**src/shared/sooc_pkg.sv**
```systemverilog
// package for the supply on/off and margin command block
// assumes a byte-wide command port that has already been decoded from the management bus
package sooc_pkg;

  // ==========================================================================
  // command codes of the register port
  localparam logic [7:0] CMD_RUN_STATE    = 8'h01;
  localparam logic [7:0] CMD_SWITCH_SETUP = 8'h02;

  // ==========================================================================
  // page selector values
  localparam logic [7:0] PAGE_LAST_SUPPLY = 8'h0b;
  localparam logic [7:0] PAGE_ALL         = 8'hff;

  // ==========================================================================
  // run state command byte values
  localparam logic [7:0] OP_OFF_NOW   = 8'h00;
  localparam logic [7:0] OP_OFF_NOW_A = 8'h01;
  localparam logic [7:0] OP_OFF_NOW_B = 8'h02;
  localparam logic [7:0] OP_OFF_SEQ   = 8'h40;
  localparam logic [7:0] OP_OFF_SEQ_A = 8'h41;
  localparam logic [7:0] OP_OFF_SEQ_B = 8'h42;
  localparam logic [7:0] OP_ON        = 8'h80;
  localparam logic [7:0] OP_ON_A      = 8'h81;
  localparam logic [7:0] OP_ON_B      = 8'h82;
  localparam logic [7:0] OP_MRG_LO_IG = 8'h94;
  localparam logic [7:0] OP_MRG_LO    = 8'h98;
  localparam logic [7:0] OP_MRG_HI_IG = 8'ha4;
  localparam logic [7:0] OP_MRG_HI    = 8'ha8;
  localparam logic [7:0] OP_STD_MASK  = 8'hfc;  // strips the loop select bits

  // ==========================================================================
  // supply switch setup fields
  localparam int SET_OFF_NOW  = 0;
  localparam int SET_POL_HIGH = 1;
  localparam int SET_PIN_EN   = 2;
  localparam int SET_OP_EN    = 3;
  localparam int SET_USE_CTRL = 4;
  localparam int SET_OR_SEL   = 5;
  localparam logic [7:0] SET_WR_MASK = 8'h3f;  // upper two bits read zero
  localparam logic [7:0] SET_RESET   = 8'h1e;
  localparam logic [7:0] OP_RESET    = 8'h00;

  // ==========================================================================
  // margin states
  typedef enum logic [1:0] {
    SOOC_MRG_OFF,
    SOOC_MRG_LOW,
    SOOC_MRG_HIGH
  } sooc_mrg_t;

endpackage : sooc_pkg

```
**src/verilog/sooc_core.sv**
```systemverilog
// supply on/off, margin state and switch pin combination for twelve supplies
// assumes command writes and reads arrive as one-cycle strobes with page already known
`timescale 1ns/1ps
module sooc_core
  import sooc_pkg::*;
#(
  parameter int NCH = 12
) (
  // clock and reset
  input  wire logic           sys_clk,
  input  wire logic           nrst,
  // command port
  input  wire logic [7:0]     page,
  input  wire logic           cmdWr,
  input  wire logic           cmdRd,
  input  wire logic [7:0]     cmdCode,
  input  wire logic [7:0]     cmdData,
  input  wire logic           faultClr,
  output logic      [7:0]     rdData,
  output logic                rdValid,
  output logic                commFault,
  output logic                alert,
  // board pins and supply status
  input  wire logic           supply_switch_pin_a,
  input  wire logic           supply_switch_pin_b,
  input  wire logic [NCH-1:0] loopB,
  input  wire logic [NCH-1:0] chanEn,
  input  wire logic [NCH-1:0] powerGood,
  // supply controls
  output logic      [NCH-1:0] supplyOn,
  output logic      [NCH-1:0] offImmediate,
  output logic      [NCH-1:0] marginLow,
  output logic      [NCH-1:0] marginHigh,
  output logic      [NCH-1:0] faultIgnore
);

  // ==========================================================================
  // decode helpers
  function automatic logic codeValid(input logic [7:0] c, input logic all);
    logic base;
    logic ext;
    base = (c == OP_OFF_NOW) || (c == OP_OFF_SEQ) || (c == OP_ON) ||
           (c == OP_MRG_LO_IG) || (c == OP_MRG_LO) ||
           (c == OP_MRG_HI_IG) || (c == OP_MRG_HI);
    ext  = (c == OP_OFF_NOW_A) || (c == OP_OFF_NOW_B) || (c == OP_OFF_SEQ_A) ||
           (c == OP_OFF_SEQ_B) || (c == OP_ON_A) || (c == OP_ON_B);
    return base || (all && ext);
  endfunction : codeValid

  function automatic logic [NCH-1:0] targetMask(input logic [7:0] pg, input logic [7:0] c,
                                               input logic [NCH-1:0] lb);
    logic [NCH-1:0] m;
    m = '0;
    if (pg <= PAGE_LAST_SUPPLY) begin
      m[pg[3:0]] = 1'b1;  // one supply only
    end else if (pg == PAGE_ALL) begin
      // low two bits pick the loop; margin codes keep them zero and reach all
      case (c[1:0])
        2'b01:   m = ~lb;
        2'b10:   m = lb;
        default: m = '1;
      endcase
    end
    return m;
  endfunction : targetMask

  // ==========================================================================
  // registers and internal state
  logic [7:0]     setup_ff;
  logic [7:0]     opByte_ff;
  logic [NCH-1:0] cmdOn_ff;
  logic [NCH-1:0] cmdImm_ff;
  sooc_mrg_t      mrgMode_ff [NCH];
  logic [NCH-1:0] mrgIgn_ff;
  logic [1:0]     pinMeta_ff;
  logic [1:0]     pinSync_ff;
  logic [NCH-1:0] supplyOn_ff;
  logic [NCH-1:0] offImm_ff;
  logic [NCH-1:0] mrgLo_ff;
  logic [NCH-1:0] mrgHi_ff;
  logic [NCH-1:0] fltIgn_ff;
  logic [7:0]     rdData_ff;
  logic           rdValid_ff;
  logic           commFault_ff;
  logic           alert_ff;

  logic           isOpWr;
  logic           isAll;
  logic           isSupplyPage;
  logic           opValid;
  logic           opEn;
  logic           pinEn;
  logic [NCH-1:0] wrMask;
  logic [NCH-1:0] mrgMask;
  logic [1:0]     pinOnLoop;
  logic [NCH-1:0] pinOn;
  logic [NCH-1:0] nxt_supplyOn;
  logic [NCH-1:0] nxt_offImm;
  logic           allGood;

  assign isOpWr       = cmdWr && (cmdCode == CMD_RUN_STATE);
  assign isAll        = (page == PAGE_ALL);
  assign isSupplyPage = (page <= PAGE_LAST_SUPPLY) || isAll;
  assign opValid      = isSupplyPage && codeValid(cmdData, isAll);
  assign opEn         = setup_ff[SET_OP_EN];
  assign pinEn        = setup_ff[SET_PIN_EN];
  assign wrMask       = targetMask(page, cmdData, loopB);
  // without the on/off path a margin code only reaches supplies that are on
  assign mrgMask      = opEn ? wrMask : (wrMask & supplyOn_ff);
  assign allGood      = &(powerGood | ~chanEn);

  // ==========================================================================
  // switch pin synchronisers, one per sequence loop
  always_ff @(posedge sys_clk or negedge nrst) begin
    if (!nrst) begin
      pinMeta_ff <= 2'b00;
      pinSync_ff <= 2'b00;
    end else begin
      pinMeta_ff <= {supply_switch_pin_b, supply_switch_pin_a};
      pinSync_ff <= pinMeta_ff;
    end
  end

  // same polarity setting for both pins
  assign pinOnLoop = setup_ff[SET_POL_HIGH] ? pinSync_ff : ~pinSync_ff;
  assign pinOn     = (loopB & {NCH{pinOnLoop[1]}}) | (~loopB & {NCH{pinOnLoop[0]}});

  // ==========================================================================
  // setup and run state bytes
  always_ff @(posedge sys_clk or negedge nrst) begin
    if (!nrst) begin
      setup_ff  <= SET_RESET;
      opByte_ff <= OP_RESET;
    end else if (cmdWr && (cmdCode == CMD_SWITCH_SETUP)) begin
      // changing this while supplies run takes effect at once; host must avoid it
      setup_ff <= cmdData & SET_WR_MASK;
    end else if (isOpWr && opValid) begin
      opByte_ff <= cmdData & OP_STD_MASK;
    end
  end

  // ==========================================================================
  // command on/off state per supply
  always_ff @(posedge sys_clk or negedge nrst) begin
    if (!nrst) begin
      cmdOn_ff  <= '0;
      cmdImm_ff <= '0;
    end else if (isOpWr && opValid && opEn) begin
      for (int i = 0; i < NCH; i++) begin
        if (wrMask[i]) begin
          cmdOn_ff[i]  <= cmdData[7];
          cmdImm_ff[i] <= (cmdData[7:6] == 2'b00);
        end
      end
    end
  end

  // ==========================================================================
  // margin state per supply, applied regardless of the on/off enable
  always_ff @(posedge sys_clk or negedge nrst) begin
    if (!nrst) begin
      for (int i = 0; i < NCH; i++) begin
        mrgMode_ff[i] <= SOOC_MRG_OFF;
      end
      mrgIgn_ff <= '0;
    end else if (isOpWr && opValid && cmdData[7]) begin
      for (int i = 0; i < NCH; i++) begin
        if (mrgMask[i]) begin
          case (cmdData[5:4])
            2'b01:   mrgMode_ff[i] <= SOOC_MRG_LOW;
            2'b10:   mrgMode_ff[i] <= SOOC_MRG_HIGH;
            default: mrgMode_ff[i] <= SOOC_MRG_OFF;
          endcase
          mrgIgn_ff[i] <= (cmdData[3:2] == 2'b01);
        end
      end
    end
  end

  // ==========================================================================
  // on/off combination of pin and command paths
  always_comb begin
    nxt_supplyOn = '0;
    nxt_offImm   = offImm_ff;
    for (int i = 0; i < NCH; i++) begin
      // bit 4 set with neither path enabled leaves the supply off
      if (!setup_ff[SET_USE_CTRL]) begin
        nxt_supplyOn[i] = 1'b1;
      end else if (opEn && pinEn) begin
        nxt_supplyOn[i] = setup_ff[SET_OR_SEL] ? (cmdOn_ff[i] || pinOn[i])
                                               : (cmdOn_ff[i] && pinOn[i]);
      end else if (pinEn) begin
        nxt_supplyOn[i] = pinOn[i];
      end else if (opEn) begin
        nxt_supplyOn[i] = cmdOn_ff[i];
      end
      // either path asking off with its immediate flavour cuts at once
      if (supplyOn_ff[i] && !nxt_supplyOn[i]) begin
        nxt_offImm[i] = (pinEn && !pinOn[i] && setup_ff[SET_OFF_NOW]) ||
                        (opEn && !cmdOn_ff[i] && cmdImm_ff[i]);
      end
    end
  end

  always_ff @(posedge sys_clk or negedge nrst) begin
    if (!nrst) begin
      supplyOn_ff <= '0;
      offImm_ff   <= '0;
    end else begin
      supplyOn_ff <= nxt_supplyOn;
      offImm_ff   <= nxt_offImm;
    end
  end

  // ==========================================================================
  // margin outputs held off until every enabled supply is good
  always_ff @(posedge sys_clk or negedge nrst) begin
    if (!nrst) begin
      mrgLo_ff  <= '0;
      mrgHi_ff  <= '0;
      fltIgn_ff <= '0;
    end else begin
      for (int i = 0; i < NCH; i++) begin
        mrgLo_ff[i]  <= allGood && supplyOn_ff[i] && (mrgMode_ff[i] == SOOC_MRG_LOW);
        mrgHi_ff[i]  <= allGood && supplyOn_ff[i] && (mrgMode_ff[i] == SOOC_MRG_HIGH);
        fltIgn_ff[i] <= allGood && supplyOn_ff[i] && mrgIgn_ff[i] &&
                        (mrgMode_ff[i] != SOOC_MRG_OFF);
      end
    end
  end

  // ==========================================================================
  // readback and communication fault; a new fault wins over a clear
  always_ff @(posedge sys_clk or negedge nrst) begin
    if (!nrst) begin
      rdData_ff  <= 8'h00;
      rdValid_ff <= 1'b0;
    end else begin
      // other codes read zero so a stale byte is never taken for data
      rdValid_ff <= cmdRd;
      if (cmdRd) begin
        case (cmdCode)
          CMD_RUN_STATE:    rdData_ff <= opByte_ff;
          CMD_SWITCH_SETUP: rdData_ff <= setup_ff;
          default:          rdData_ff <= 8'h00;
        endcase
      end
    end
  end

  always_ff @(posedge sys_clk or negedge nrst) begin
    if (!nrst) begin
      commFault_ff <= 1'b0;
      alert_ff     <= 1'b0;
    end else if (isOpWr && !opValid) begin
      commFault_ff <= 1'b1;
      alert_ff     <= 1'b1;
    end else if (faultClr) begin
      commFault_ff <= 1'b0;
      alert_ff     <= 1'b0;
    end
  end

  assign rdData       = rdData_ff;
  assign rdValid      = rdValid_ff;
  assign commFault    = commFault_ff;
  assign alert        = alert_ff;
  assign supplyOn     = supplyOn_ff;
  assign offImmediate = offImm_ff;
  assign marginLow    = mrgLo_ff;
  assign marginHigh   = mrgHi_ff;
  assign faultIgnore  = fltIgn_ff;

  // ==========================================================================
  // assertions
  a_bad_code_flags: assert property (@(posedge sys_clk) disable iff (!nrst)
    (isOpWr && !opValid) |=> (commFault && alert))
    else $error("invalid run state code did not raise fault");
  a_margin_needs_good: assert property (@(posedge sys_clk) disable iff (!nrst)
    (marginLow | marginHigh) != '0 |-> $past(allGood))
    else $error("margin began before supplies were good");
  a_bias_turns_on: assert property (@(posedge sys_clk) disable iff (!nrst)
    !setup_ff[SET_USE_CTRL] |=> (supplyOn == '1))
    else $error("supplies not on with bias only setup");
  a_op_off_gated: assert property (@(posedge sys_clk) disable iff (!nrst)
    (isOpWr && !opEn) |=> $stable(cmdOn_ff))
    else $error("on/off applied while operation disabled");
  a_page_only_one: assert property (@(posedge sys_clk) disable iff (!nrst)
    (isOpWr && opValid && opEn && page == 8'h03) |=> $stable(cmdOn_ff[2]))
    else $error("single page write touched another supply");
  a_readback_std: assert property (@(posedge sys_clk) disable iff (!nrst)
    (isOpWr && opValid && (cmdData == OP_ON_B)) |=> (opByte_ff == OP_ON))
    else $error("readback kept extended code");
  a_and_mode: assert property (@(posedge sys_clk) disable iff (!nrst)
    (setup_ff[5:2] == 4'b0111 && !cmdOn_ff[0]) |=> !supplyOn[0])
    else $error("and mode turned on without command");
  a_pin_off_now: assert property (@(posedge sys_clk) disable iff (!nrst)
    (setup_ff[5:0] == 6'b010101 && supplyOn_ff[0] && !pinOn[0]) |=> offImmediate[0])
    else $error("pin off not immediate with bit 0 set");
  a_loop_a_only: assert property (@(posedge sys_clk) disable iff (!nrst)
    (isOpWr && opValid && opEn && isAll && (cmdData == OP_ON_A)) |=>
      $stable(cmdOn_ff & loopB))
    else $error("loop a code changed a loop b supply");
  a_margin_sets_on: assert property (@(posedge sys_clk) disable iff (!nrst)
    (isOpWr && opValid && opEn && (cmdData == OP_MRG_HI)) |=>
      ((cmdOn_ff & $past(wrMask)) == $past(wrMask)))
    else $error("margin code left a targeted supply off");
  a_cmd_off_now: assert property (@(posedge sys_clk) disable iff (!nrst)
    ((setup_ff[5:2] == 4'h6) && supplyOn_ff[3] && !cmdOn_ff[3] && cmdImm_ff[3]) |=>
      offImmediate[3])
    else $error("command immediate off was not immediate");
  a_ext_code_paged: assert property (@(posedge sys_clk) disable iff (!nrst)
    (isOpWr && !isAll && (cmdData == OP_OFF_NOW_A)) |=> (commFault && alert))
    else $error("loop code on a single page was not refused");

  // ==========================================================================
  // covers for the main scenarios
  c_margin_high: cover property (@(posedge sys_clk) disable iff (!nrst) marginHigh[0]);
  c_cmd_off_now: cover property (@(posedge sys_clk) disable iff (!nrst) offImmediate[3]);
  c_bad_code: cover property (@(posedge sys_clk) disable iff (!nrst) (isOpWr && !opValid));
  c_or_mode_on: cover property (@(posedge sys_clk) disable iff (!nrst)
    (setup_ff[SET_OR_SEL] && supplyOn[0]));

endmodule : sooc_core

```
**config.mk**
```make
export PLATFORM = sky130hd
export DESIGN_NAME = sooc_core
export DESIGN_NICKNAME = d
export VERILOG_FILES = /design/src/shared/sooc_pkg.sv /design/src/verilog/sooc_core.sv
export SDC_FILE = /design/constraint.sdc
export NUM_CORES = 1
export LEC_CHECK = 0
export ABC_CLOCK_PERIOD_IN_PS = 4650
export BUFFER_PORTS_ARGS = -buffer_cell sky130_fd_sc_hd__buf_2
export CAP_MARGIN = 10
export CORE_MARGIN = 10
export CORE_UTILIZATION = 30
export DETAILED_ROUTE_END_ITERATION = 10
export PLACE_DENSITY = 0.58
export SETUP_SLACK_MARGIN = 0.15
export SLEW_MARGIN = 10
export SYNTH_ARGS = -nofsm -noshare
export SYNTH_HDL_FRONTEND = slang
export SYNTH_SLANG_ARGS = --single-unit
```
**constraint.sdc**
```tcl
create_clock -name sys_clk -period 4.65 [get_ports sys_clk]
set_input_delay 0.465 -clock sys_clk [delete_from_list [all_inputs] [get_ports sys_clk]]
set_output_delay 0.465 -clock sys_clk [all_outputs]
set_load 0.05 [all_outputs]
```
==> flow_summary.yaml <==
critical_path:
  r2r-end: "mrgMode_ff[3]"
  r2r_start: "setup_ff[3]"
  arrival_ps: 2990
  r2r_slack_ps: 2370
  startpoint_type: "input pin"
  worst_setup_path_end_kind: "flop"
  reg2reg_depth: 4
  crit_type: "input pin to flop"
  required_ps: 4960
  critPathMaxFanout: 14
power_and_ir_drop:
  irDropWorstVdd_uv: 231.3
  p_sw_share_pct: 30.09
  p_int_mw: 2.251
  power_mw: 3.220
  p_leak_nw: 4.106
  p_seq_share_pct: 42.6
  switchingPower_mw: 0.9689
  p_clk_share_pct: 43.1
  p_comb_share_pct: 14.3
  p_per_area_nw_per_um2: 366.0
die:
  start_util_pct: 30.63
  die_w_um: 175.0
  coreArea_um2: 23540
  rows: 56
  pin_count: 138
  dieArea_um2: 30640
  die_y_um: 175.0
yosys:
  synth_seq_area_share_pct: 50.73
  ys_seq_elements: 146
  synth_flop_cell: "dfrtp_1"
  yosysWarnings: 0
  synth-edff-count: 0
  synthArstFlopShare_pct: 100.0
  yosysUniqueCellTypes: 48
  syn_area_um2: 7212
  syn_nets: 695
  netlist_instances: 625
  syn-mean-instance-area_um2: 11.54
drt:
  dr.first_iter.drc_count: 326
  drt_pass1_iterations: 5
  wl_per_cell_um: 18.74
  postRouteAntennaNets: 0
  vias: 5337
  drt_wl_total_mm: 20.30
  route.detailed.drc: 0
  vias_per_cell: 4.928
clock_network:
  clk_latency_ps: 430
  path_clk_slew_ps: 60
  cts_resized: 0
  cts_sinks: 146
  clockBufferDepth: 2
  cts_root_buffer: "clkbuf_16"
  post_cts_buffers: 0
  cts_tree: "done"
  cts_buffers: 17
  ctsHtreeMaxLevel: 4
min_path:
  hold_end: "pinMeta_ff[1]"
  hold_depth: 1
  hp-start: "supply_switch_pin_b"
  hold_class: "input pin to flop"
sta:
  rsz0062_at_grt: "false"
  period_share_pct: 57.65
  period_needed_ps: 2681
  fin_setup_tns_ps: 0
  setup_viol: 0
  fmax_ghz: 0.3730
  finalClockSkew_ps: 5.767
  tightest_slew_ps: 975.1
  slew_violations: 0
  slew_headroom_pct: 34.86
  hold_viol: 0
placed_design:
  io_buffers: 137
  gp_congestion: 0.8071
  dp.cells: 1049
  dpl.hpwl_mm: 15.11
grt:
  grt_overflow: 0
  grt_max_degree: 55
  grt_util_all_layers_pct: 13.23
  grt_pass1_wl_mm: 31.90
  antenna_found_initial: 2
  first_global_vias: 5499
final_layout:
  synthToLayoutAreaGrowth_pct: 21.98
  fin_cells: 1083
  final_nets: 820
  drive_gt1_share_pct: 30.14
flow_run:
  cap_violations: 0
status:
  status: "finished clean"
cell families after synthesis:
logic type | share of synthesized area, %
mux | 15.74
xor+xnor | 1.700
buf+inv | 4.303
compound gates | 10.43
flops | 50.73
simple gates | 16.59
fa+ha+maj | 0.5205
power by group through the flow:
stage | logic [mW] | clock network [mW] | registers (mW)
3_3_place_gp | 0.467 | 0 | 1.39
5_1_grt | 0.501 | 1.47 | 1.38
3_5_place_dp | 0.467 | 0 | 1.40
4_1_cts | 0.471 | 1.42 | 1.37
2_1_floorplan | 0.140 | 0 | 1.55
6_report | 0.461 | 1.39 | 1.37
through the flow:
stage | hold slack, ps | instance area, um2 | utilization [%] | worst slack, ps
after CTS | 130.2 | 8795 | 37.36 | 2067
final | 144.8 | 8797 | 37.37 | 1969
after global routing | 127.6 | 8797 | 37.37 | 1813
after floorplan | 169.4 | 7212 | - | 2154
after global placement | 334.7 | 8187 | 34.77 | 1631
after detailed placement | 334.7 | 8187 | 34.77 | 1611
critical path, stage by stage:
cell and delay (ps):
buf_2 200, nand4_1 480, o31ai_1 530, o2111a_1 620, o2111a_1 340, mux2_2 350
repair_timing:
item / in CTS / in global routing
endpoints found under the setup margin: 0 / 0
hold buffers: 1 / 0
hold endpoints to repair: 38 / 0
how the worst max path moves through the flow:
stage               cells past startpoint            to  slack (ps)       start
floorplan                               6  mrgIgn_ff[0]        2150  cmdCode[7]
global placement                        7  cmdImm_ff[1]        1630  cmdData[7]
detailed placement                      7  cmdImm_ff[1]        1610  cmdData[7]
CTS                                     7  cmdImm_ff[2]        2070  cmdData[7]
global route                            6  cmdImm_ff[1]        1810     page[2]
finish                                  6  cmdImm_ff[2]        1970     page[2]
cells in the mapped netlist (7+ instances only):
library cell,number,area [um2]
a31oi_1,12,75.07
o21ai_0,30,150.1
nor4_1,7,43.79
nor3b_1,24,180.2
and3_1,12,75.07
nor2_1,21,78.83
nor4b_1,14,122.6
a32oi_1,11,96.34
o2111a_1,12,135.1
mux2_2,32,360.4
xnor2_1,14,122.6
nand2_1,30,112.6
mux2i_1,47,470.5
buf_1,7,26.28
dfrtp_1,142,3553
nor4_4,10,212.7
nand2b_1,16,100.1
clkbuf_1,27,101.4
mux2_1,27,304.0
o22ai_1,12,75.07
or3_1,12,75.07
inv_1,36,135.1
a211oi_1,12,90.09
cells in the final DEF (no fill, tap or decap), types with 16 or more instances in the layout:
cell type	instances
inv_1	36
buf_2	136
mux2i_1	47
o21ai_0	30
nand2_1	30
dfrtp_1	142
nand2b_1	16
mux2_2	32
nor2_1	21
nor3b_1	24
mux2_1	27
clkbuf_16	17
sequential cells by signal, indices dropped and copies added (netlist names):
name / flops
setup_ff: 6
alert: 1
cmdImm_ff: 12
faultIgnore: 12
mrgMode_ff: 24
pinSync_ff: 2
marginHigh: 12
opByte_ff: 6
supplyOn: 12
rdData: 8
offImmediate: 12
pinMeta_ff: 2
mrgIgn_ff: 12
cmdOn_ff: 12
rdValid: 1
marginLow: 12
area by class of cell:
type | instances | area, um2
clock buffers | 17 | 425.4
diodes | 1 | 2.502
flip-flops and latches | 146 | 3659
repair buffers | 145 | 754.5
well taps | 319 | 399.1
clock inverters | 15 | 172.7
inverters | 36 | 135.1
multi-input cells | 404 | 3249
fillers | 2375 | 14750
routing by layer:
| layer | vias to the layer above | global-route usage, % | wire, um |
|---|---|---|---|
| li1 | 2547 | - | - |
| met1 | 2624 | 17.31 | 9176 |
| met2 | 142 | 20.48 | 9454 |
| met3 | 22 | 3.794 | 1290 |
| met4 | 2 | 4.521 | 365 |
| met5 | - | 0 | 13 |
(Power assumes the default switching activity.)
